<file path="config.mk">
export PLATFORM = sky130hd
export DESIGN_NAME = sipo_host_flat
export DESIGN_NICKNAME = d
export VERILOG_FILES = /design/src/sipo_pkg.sv /design/src/sipo_link_if.sv /design/src/sipo_host.sv /design/src/sipo_sync.sv /design/src/flat_wrapper.sv
export SDC_FILE = /design/constraint.sdc
export NUM_CORES = 1
export LEC_CHECK = 0
export BUFFER_PORTS_ARGS = -buffer_cell sky130_fd_sc_hd__buf_2
export CORE_MARGIN = 4
export CORE_UTILIZATION = 40
export CTS_CLUSTER_SIZE = 25
export DETAILED_ROUTE_END_ITERATION = 10
export MAX_ROUTING_LAYER = met4
export SYNTH_ARGS = -nofsm -noshare
export SYNTH_HDL_FRONTEND = slang
export SYNTH_SLANG_ARGS = --single-unit
</file>
<file path="constraint.sdc">
create_clock -name sys_clk_i -period 2.28 [get_ports sys_clk_i]
set_input_delay 0 -clock sys_clk_i [delete_from_list [all_inputs] [get_ports sys_clk_i]]
set_output_delay 0 -clock sys_clk_i [all_outputs]
set_load 0.1 [all_outputs]
</file>
<file path="src/sipo_pkg.sv">
// Purpose: Shared constants for the serial-in parallel-out expander ends
// Assumes: Host runs on a 125 MHz system clock
// Notes: Link timing counts derive from the link rate ceiling
`default_nettype none
package sipo_pkg;
  localparam int SIPO_WIDTH = 20;
  localparam int SYS_CLK_PERIOD_NS = 8;
  localparam int LINK_MAX_FREQ_MHZ = 5;
  localparam int LINK_MIN_PERIOD_NS = 1000 / LINK_MAX_FREQ_MHZ;
  // Least half period, rounded up to whole system cycles
  localparam int LINK_HALF_CYC =
    ((LINK_MIN_PERIOD_NS / 2) + SYS_CLK_PERIOD_NS - 1) / SYS_CLK_PERIOD_NS;
  localparam int TIMER_W = 8;
  localparam logic [TIMER_W-1:0] TIMER_RELOAD = TIMER_W'(LINK_HALF_CYC - 1);
  localparam logic [TIMER_W-1:0] TIMER_ZERO = 8'h00;
  localparam logic LINK_IDLE_CLK = 1'b0;
  localparam logic STROBE_IDLE = 1'b1;
  localparam logic CLEAR_IDLE = 1'b1;

  typedef enum logic [4:0] {
    SIPO_IDLE = 5'b00001,
    SIPO_LOW = 5'b00010,
    SIPO_HIGH = 5'b00100,
    SIPO_STB = 5'b01000,
    SIPO_GAP = 5'b10000
  } sipo_state_t;
endpackage
`default_nettype wire

</file>
<file path="src/sipo_link_if.sv">
// Purpose: Four-wire serial link plus cascade return between host and expander
// Assumes: Host drives the link clock, strobe, clear and data
// Notes: Strobe and clear are active low
`timescale 1ns/1ns
`default_nettype none
interface sipo_link_if;
  logic link_clk;
  logic serial_data;
  logic latch_strobe_n;
  logic clear_n;
  logic serial_out;

  modport host (
    output link_clk,
    output serial_data,
    output latch_strobe_n,
    output clear_n,
    input serial_out
  );

  modport dev (
    input link_clk,
    input serial_data,
    input latch_strobe_n,
    input clear_n,
    output serial_out
  );
endinterface
`default_nettype wire

</file>
<file path="src/sipo_host.sv">
// Purpose: Host end: shifts a word out, pulses the strobe, reads the chain back
// Assumes: User side on sys_clk_i; link clock made here by a divider
// Notes: Link clock is parked low outside a transfer
`timescale 1ns/1ns
`default_nettype none
module sipo_host
  import sipo_pkg::*;
#(
  parameter int CHAIN_BITS = SIPO_WIDTH
) (
  input wire logic sys_clk_i,
  input wire logic rst_n_i,
  input wire logic load_valid_i,
  input wire logic [CHAIN_BITS-1:0] load_data_i,
  output logic load_ready_o,
  input wire logic clear_i,
  output logic done_o,
  output logic [CHAIN_BITS-1:0] readback_o,
  sipo_link_if.host link
);
  localparam int BIT_W = $clog2(CHAIN_BITS + 1);
  localparam logic [BIT_W-1:0] LAST_BIT = BIT_W'(CHAIN_BITS - 1);

  sipo_state_t state_q, state_d;
  logic [TIMER_W-1:0] cnt_q, cnt_d;
  logic [BIT_W-1:0] bit_q, bit_d;
  logic [CHAIN_BITS-1:0] tx_q, tx_d;
  logic [CHAIN_BITS-1:0] rx_q, rx_d;
  logic [CHAIN_BITS-1:0] rb_q, rb_d;
  logic sclk_q, sclk_d;
  logic sdata_q, sdata_d;
  logic stb_n_q, stb_n_d;
  logic clr_n_q, clr_n_d;
  logic done_q, done_d;
  logic ret_s;

  // Cascade return comes from the far clock domain
  sipo_sync u_ret_sync (
    .sys_clk_i(sys_clk_i),
    .rst_n_i(rst_n_i),
    .d_i(link.serial_out),
    .q_o(ret_s)
  );

  always_comb
  begin
    state_d = state_q;
    cnt_d = cnt_q;
    bit_d = bit_q;
    tx_d = tx_q;
    rx_d = rx_q;
    rb_d = rb_q;
    sclk_d = sclk_q;
    sdata_d = sdata_q;
    stb_n_d = stb_n_q;
    done_d = 1'b0;
    clr_n_d = ~clear_i;
    unique case (state_q)
      SIPO_IDLE:
      begin
        if (load_valid_i)
        begin
          tx_d = load_data_i;
          sdata_d = load_data_i[CHAIN_BITS-1];
          bit_d = '0;
          cnt_d = TIMER_RELOAD;
          state_d = SIPO_LOW;
        end
      end
      SIPO_LOW:
      begin
        if (cnt_q == TIMER_ZERO)
        begin
          sclk_d = 1'b1;
          rx_d = {rx_q[CHAIN_BITS-2:0], ret_s};
          cnt_d = TIMER_RELOAD;
          state_d = SIPO_HIGH;
        end
        else
        begin
          cnt_d = cnt_q - 1'b1;
        end
      end
      SIPO_HIGH:
      begin
        if (cnt_q == TIMER_ZERO)
        begin
          sclk_d = LINK_IDLE_CLK;
          cnt_d = TIMER_RELOAD;
          tx_d = {tx_q[CHAIN_BITS-2:0], 1'b0};
          if (bit_q == LAST_BIT)
          begin
            // Clock is parked on the same edge that the strobe drops
            stb_n_d = 1'b0;
            state_d = SIPO_STB;
          end
          else
          begin
            bit_d = bit_q + 1'b1;
            sdata_d = tx_q[CHAIN_BITS-2];
            state_d = SIPO_LOW;
          end
        end
        else
        begin
          cnt_d = cnt_q - 1'b1;
        end
      end
      SIPO_STB:
      begin
        if (cnt_q == TIMER_ZERO)
        begin
          stb_n_d = STROBE_IDLE;
          cnt_d = TIMER_RELOAD;
          state_d = SIPO_GAP;
        end
        else
        begin
          cnt_d = cnt_q - 1'b1;
        end
      end
      SIPO_GAP:
      begin
        // Strobe-to-clock setup before another word may start
        if (cnt_q == TIMER_ZERO)
        begin
          rb_d = rx_q;
          done_d = 1'b1;
          state_d = SIPO_IDLE;
        end
        else
        begin
          cnt_d = cnt_q - 1'b1;
        end
      end
      default:
      begin
        state_d = SIPO_IDLE;
      end
    endcase
  end

  always_ff @(posedge sys_clk_i)
  begin
    if (!rst_n_i)
    begin
      state_q <= SIPO_IDLE;
      cnt_q <= TIMER_ZERO;
      bit_q <= '0;
      tx_q <= '0;
      rx_q <= '0;
      rb_q <= '0;
      sclk_q <= LINK_IDLE_CLK;
      sdata_q <= 1'b0;
      stb_n_q <= STROBE_IDLE;
      clr_n_q <= CLEAR_IDLE;
      done_q <= 1'b0;
    end
    else
    begin
      state_q <= state_d;
      cnt_q <= cnt_d;
      bit_q <= bit_d;
      tx_q <= tx_d;
      rx_q <= rx_d;
      rb_q <= rb_d;
      sclk_q <= sclk_d;
      sdata_q <= sdata_d;
      stb_n_q <= stb_n_d;
      clr_n_q <= clr_n_d;
      done_q <= done_d;
    end
  end

  assign load_ready_o = (state_q == SIPO_IDLE);
  assign done_o = done_q;
  assign readback_o = rb_q;
  assign link.link_clk = sclk_q;
  assign link.serial_data = sdata_q;
  assign link.latch_strobe_n = stb_n_q;
  assign link.clear_n = clr_n_q;
endmodule
`default_nettype wire

</file>
<file path="src/sipo_sync.sv">
// Purpose: Two-flop synchroniser for one level into the system clock
// Assumes: Input is a slow level
// Notes: Only the second flop may be read
`timescale 1ns/1ns
`default_nettype none
module sipo_sync (
  input wire logic sys_clk_i,
  input wire logic rst_n_i,
  input wire logic d_i,
  output logic q_o
);
  logic meta_q;
  logic sync_q;

  always_ff @(posedge sys_clk_i)
  begin
    if (!rst_n_i)
    begin
      meta_q <= 1'b0;
      sync_q <= 1'b0;
    end
    else
    begin
      meta_q <= d_i;
      sync_q <= meta_q;
    end
  end

  assign q_o = sync_q;
endmodule
`default_nettype wire

</file>
<file path="src/flat_wrapper.sv">
// flat-port wrapper written by rule: the top's interface ports become plain ports
module sipo_host_flat import sipo_pkg::*;
#(
  parameter int CHAIN_BITS = SIPO_WIDTH
)
  (sys_clk_i, rst_n_i, load_valid_i, load_data_i, load_ready_o, clear_i, done_o, readback_o, link_link_clk, link_serial_data, link_latch_strobe_n, link_clear_n, link_serial_out);
  sipo_link_if link_i ();
  input wire logic sys_clk_i;
  input wire logic rst_n_i;
  input wire logic load_valid_i;
  input wire logic [CHAIN_BITS-1:0] load_data_i;
  output logic load_ready_o;
  input wire logic clear_i;
  output logic done_o;
  output logic [CHAIN_BITS-1:0] readback_o;
  output wire logic [$bits(link_i.link_clk)-1:0] link_link_clk;
  output wire logic [$bits(link_i.serial_data)-1:0] link_serial_data;
  output wire logic [$bits(link_i.latch_strobe_n)-1:0] link_latch_strobe_n;
  output wire logic [$bits(link_i.clear_n)-1:0] link_clear_n;
  input wire logic [$bits(link_i.serial_out)-1:0] link_serial_out;
  assign link_link_clk = link_i.link_clk;
  assign link_serial_data = link_i.serial_data;
  assign link_latch_strobe_n = link_i.latch_strobe_n;
  assign link_clear_n = link_i.clear_n;
  assign link_i.serial_out = link_serial_out;
  sipo_host #(.CHAIN_BITS(CHAIN_BITS)) u_core (.sys_clk_i(sys_clk_i), .rst_n_i(rst_n_i), .load_valid_i(load_valid_i), .load_data_i(load_data_i), .load_ready_o(load_ready_o), .clear_i(clear_i), .done_o(done_o), .readback_o(readback_o), .link(link_i));
endmodule
</file>
* Yosys cells after proc, flatten, opt, wreduce, memory -nomap -nowiden
Index checks and enable logic that the tools add are counted.
** Storage, ports and cells
- Logic and storage cells :: 74
- Output and inout bits :: 26
- Input bits :: 25
- Bits in registers :: 84
** Operators by class
- Bitwise operators :: 1
- Eq/ne operators :: 14
- Add/sub/neg operators :: 2
- Mux-type cells :: 29
- Reductions and logical operators :: 15
** Operators with widths (number)
- $mux W5 :: 8
- $mux W19 :: 2
- $pmux W19 S2 :: 1
- $pmux W5 S5 :: 1
- $mux W8 :: 3
- $pmux W8 S3 :: 1
- $eq A5 B5 Y1 const B :: 2
- $ne A2 B1 Y1 const B :: 5
- $pmux W5 S2 :: 1
- $reduce_and A3 Y1 :: 3
- $logic_not A8 Y1 :: 1
- $mux W1 :: 8
- $reduce_and A4 Y1 :: 2
- $sub A8 B1 Y8 const B :: 1
- $ne A2 B2 Y1 const B :: 3
- $pmux W1 S2 :: 3
- $reduce_and A2 Y1 :: 3
- $reduce_bool A2 Y1 :: 3
- $add A5 B1 Y5 const B :: 1
- $eq A5 B1 Y1 const B :: 1
- $eq A5 B2 Y1 const B :: 1
- $eq A5 B3 Y1 const B :: 1
- $eq A5 B4 Y1 const B :: 1
- $reduce_and A5 Y1 :: 1
- 4 further kinds :: 4

* Depth between registers and ports, before layout
- Word-level depth :: 4
- Gate-level depth with buffers :: 8
- Depth with buffers taken out :: 7

* By module
Synthesis repeated with hierarchy kept, for this count alone.
** Unflattened totals
- Cell total of the unflattened synthesis :: 409
- Area, all modules :: 3463.3 µm²
** Modules (own cells, without submodules)
- sipo_host :: instances 1, cells an instance 405, seq. area each 1641.6 µm², area each 3410.8 µm²
- sipo_sync :: instances 1, cells an instance 4, seq. area each 40.0 µm², area each 52.6 µm²

* Worst setup path before layout
No wires, ideal clock.
- Kind :: reg-to-reg
- Start :: register u_core.state_q[1]
- End :: register u_core.bit_q[4]
- Clock period less this slack :: 2.267 ns
- Library setup time :: 0.070 ns
- Data arrival time :: 2.197 ns
- Setup slack :: 0.013 ns
- Path buffers :: 2
- Data required time :: 2.210 ns
- Stages on the path, launching flop included :: 8
- Cell sequence :: dfxtp_1 > buf_2 > nor2_1 > and3_1 > buf_2 > o221ai_4 > or4_1 > a21oi_1
** Between the ends
- Cells in the longest elaborated chain, start to end :: 3
- Elaborated cells between the ends (all ways) :: 8
- Classes of those cells :: eq/ne: 5; mux: 1; reduce/logical: 2
** Ends and longest elaborated chain
- start: declaration :: line sipo_host.sv:24 : sipo_state_t state_q, state_d;
- start signal: assignment :: line sipo_host.sv:161 : state_q <= state_d;
- $eq A5 B1 Y1 *
- via load_ready_o :: line flat_wrapper.sv:12 : output logic load_ready_o;
- $ne A2 B2 Y1 (no line) / $reduce_bool A2 Y1 (equally long branches)
- $reduce_and A4 Y1 (no line)
- end signal: assignment :: line sipo_host.sv:163 : bit_q <= bit_d;
- end: declaration :: line sipo_host.sv:26 : logic [BIT_W-1:0] bit_q, bit_d;
Mark *: on every way through the listed nets, which the timed path passes. The rest lies on a longest branch.
A chain may end at the register's enable or synchronous reset.

* Final worst setup path
- Start :: register u_core.state_q[2]
- End :: register u_core.cnt_q[5]
** Between the ends
- Cells in the longest elaborated chain, start to end :: 4
- Elaborated cells between the ends (all ways) :: 11
- Classes of those cells :: eq/ne: 7; mux: 1; reduce/logical: 3
** Ends and longest elaborated chain
- $eq A5 B2 Y1, or another cell as far along :: line sipo_host.sv:58 : unique case (state_q)
- $reduce_or A3 Y1 (no line)
- $reduce_bool A3 Y1 (no line)
- $reduce_and A3 Y1 (no line)
- end signal: assignment :: line sipo_host.sv:162 : cnt_q <= cnt_d;
- end: declaration :: line sipo_host.sv:25 : logic [TIMER_W-1:0] cnt_q, cnt_d;
Parallel ways exist; a longest one is shown, timed or not.

==> impl_results.md <==
- Register area share after synthesis: between 40% and 50%
- Dpl hpwl: 5270 µm
- Total track usage: 16.2%
- Synth cell count leaders: nand2_1, dfxtp_1, a21oi_1
- WS Path Type: reg -> reg
- Buf/Inv on CP: 1
- Final ANT Viol Nets: 0
- Leading area contributor after synthesis: dfxtp_1
- Crit path DAT: 2.50 ns
- CTS clk-pin slew, worst paths: 0.09 ns
- Number of CTS-inserted buffers: 9
- IO Count: 51
- Area grow syn2layout: 25.2%
- HP Start: load_valid_i
- Hold Path Class: in -> reg
- Die width: roughly 100 µm
- R2R Path End: u_core.cnt_q[5]$_SDFFE_PN0P_
- FMAX: around 450 MHz
- Fin util: 51.6%
- Nets: between 500 and 600
- Crit-path max cell delay: ~0.54 ns
- Clk Latency, worst-skew pair: 0.36 ns
- CTS max path bufs: 2
- Placed cell areas: 4050 µm²
- Cell Pwr Density: 1050 nW/µm²
- Drt total wl: 8270 µm
- Synth area leaders: dfxtp_1, nand2_1, a21oi_1, a311oi_2, nor2_1
- Post-CTS setup buffers: 0
- CP Capture Type: flip-flop
- Max VDD drop: 0.864 mV
- Critical path required time: 2.57 ns
- Hold path depth: 4
- Crit path time final: 2.21 ns
- Worst path cell trace: xor2_1, a211oi_1, a2bb2oi_1, buf_4, or4_1, a21oi_1
- Share of layout cells above drive strength 1: between 20 and 25%
- Floorplan row count: 34
- GP Congestion: 0.796
- Routed vias/inst: 5.19
- Max-Cap Viols: 0
- Count of final setup violators: 0
- Worst hold slack: 0.252 ns
- Synthesized instance count: roughly 440
- Global route overflow: 0
- Net Count, Synth: about 470
- Worst slack, placed: about 0.098 ns
- Filler cells: 847
- Post-Syn Area: 3610 µm²
- Final worst-path cycle share: 96.9%
- Post-synthesis cell type count: 51
- Worst Hold Path EP: u_core.bit_q[2]$_SDFFE_PN0P_
- Synth async-reset ratio: 0%
- Setup_tns: 0 ns
- First-pass GRT wire length: 13300 µm
- Core area: between 8000 and 9000 µm²
- Syn Area/Cell: 8.25 µm²
- Die area: 10600 µm²
- Vias: 3252
- Setup WS post-layout: 0.0704 ns
- DR pass1 iterations: 4
- Top cell type's share of synthesized area: a little under half
- Root buffer cell: clkbuf_8
- Residual DRC: 0
- Slew @ Worst Pin: 0.781 ns
- Htree depth: 3
- Diode count: 0
- Worst R2R Start: u_core.state_q[2]$_SDFFE_PN0P_
- Worst reg-to-reg setup slack: 0.07 ns
- R2R depth: 6
- Post-synth EDFFs: 0
- Initial antenna violation count: 0
- Num Clock Sinks: 84
- IO buf count: 50
- Count leader, synth: nand2_1
- Final Total Pwr: 4.74 mW
- Pins over their slew limit: 0
- Avg WL per Cell: 13.2 µm
- Largest net degree at the start of global routing: 43
- Status: finished clean
- Seq cells post-synth: 84
- Final Skew: 0.0124 ns
- Placed cell count: between 500 and 600
- Detailed Route Iter0 Violations: 180
- Slowest CP cell: dfxtp_1
- Fin. Hold Viols: 0
- Critical path peak fanout: 9
- Leak: 1.69 nW
- Synth warnings: 0
- Number of global-route vias before repair: 2988
- Post-route cell area: 4530 µm²
- Non-filler cells, final: 627
- Die H: slightly above 100 µm
- CP startpoint kind: flip-flop
- Initial cell density of the core: 41.2%
- CTS tree: done
- CP delay by family, top: compound AO/OA/AOI/OAI gates
- Dominant synthesized flop cell: dfxtp_1
- Max_slew headroom: 47.8%
[power by group]
part | switching [mW] | leakage, nW | total [mW] | internal [mW]
clock | 0.570 | 0.0840 | 0.972 | 0.403
sequential | 0.162 | 0.683 | 1.83 | 1.66
combinational | 1.16 | 0.924 | 1.94 | 0.786
[cell type report]
cell class / count / area (µm²) / area share [%]
clock inverters: 6 / 48.8 / 1.08
repair buffers: 95 / 703 / 15.5
inverters: 8 / 30.0 / 0.664
clock buffers: 9 / 124 / 2.74
flip-flops and latches: 84 / 1680 / 37.2
well taps: 108 / 135 / 2.99
multi-input cells: 317 / 1800 / 39.8
[metal layers]
layer	vias to the layer above	track usage [%]	wire [µm]
met2	63	25.3	3910
met3	8	3.59	364
met1	1511	20.0	3890
met5	-	-	0
li1	1670	-	-
met4	0	7.27	108
[flip-flops by register name, summed over array words and instances, names as in the netlist]
register	count
u_core.state_q	5
u_core.rx_q	20
u_core.u_ret_sync.q_o	1
u_core.bit_q	5
u_core.done_o	1
u_core.link.latch_strobe_n	1
u_core.link.clear_n	1
u_core.readback_o	20
u_core.link.serial_data	1
u_core.link.link_clk	1
u_core.u_ret_sync.meta_q	1
u_core.cnt_q	8
u_core.tx_q	19
[worst max path at each step]
| stage | end | from | cells past startpoint | slack [ns] |
|---|---|---|---|---|
| floorplan | u_core.bit_q[4]$_SDFFE_PN0P_ | u_core.state_q[1]$_SDFFE_PN0P_ | 7 | 0.01 |
| global placement | u_core.bit_q[4]$_SDFFE_PN0P_ | u_core.cnt_q[0]$_SDFFE_PN0P_ | 7 | 0.17 |
| detailed placement | u_core.tx_q[13]$_SDFFE_PN0P_ | u_core.cnt_q[0]$_SDFFE_PN0P_ | 8 | 0.1 |
| CTS | u_core.tx_q[13]$_SDFFE_PN0P_ | u_core.cnt_q[0]$_SDFFE_PN0P_ | 8 | 0.07 |
| global route | u_core.cnt_q[5]$_SDFFE_PN0P_ | u_core.state_q[2]$_SDFFE_PN0P_ | 6 | -0.03 |
| finish | u_core.cnt_q[5]$_SDFFE_PN0P_ | u_core.state_q[2]$_SDFFE_PN0P_ | 6 | 0.07 |
[worst register-to-register path: cells and delay by family, from the launching register on]
family          cells  cell delay (ns)
xor+xnor            1             0.41
flops               1             0.54
compound gates      3             0.57
simple gates        1             0.46
buf+inv             1             0.16
[repair_timing]
item	4_1_cts	5_1_grt
endpoints found under the hold margin	24	0
setup endpoints to repair	0	20
hold buffers	24	0
gates resized for setup	0	6
[layout by cell type, fill, tap and decap left out, types with 9 or more instances in the layout]
cell type	count
o21ai_0	10
dfxtp_1	84
a311oi_2	11
nor2_1	29
buf_4	17
a21oi_1	56
buf_2	50
clkbuf_8	9
nand2_1	129
dlygate4sd3_1	24
[cell families (layout without fill, tap and decap cells)]
family	Yosys count	in the layout	share of synthesized area (%)
AO/OA/AOI/OAI	106	106	21.6
XOR/XNOR	1	1	0.242
adder cells (fa/ha/maj)	2	2	0.692
buffers and inverters	37	118	4.71
flip-flops	84	84	46.5
multiplexers	2	2	0.554
AND/OR/NAND/NOR	206	206	25.7
(Power assumes the default switching activity.)
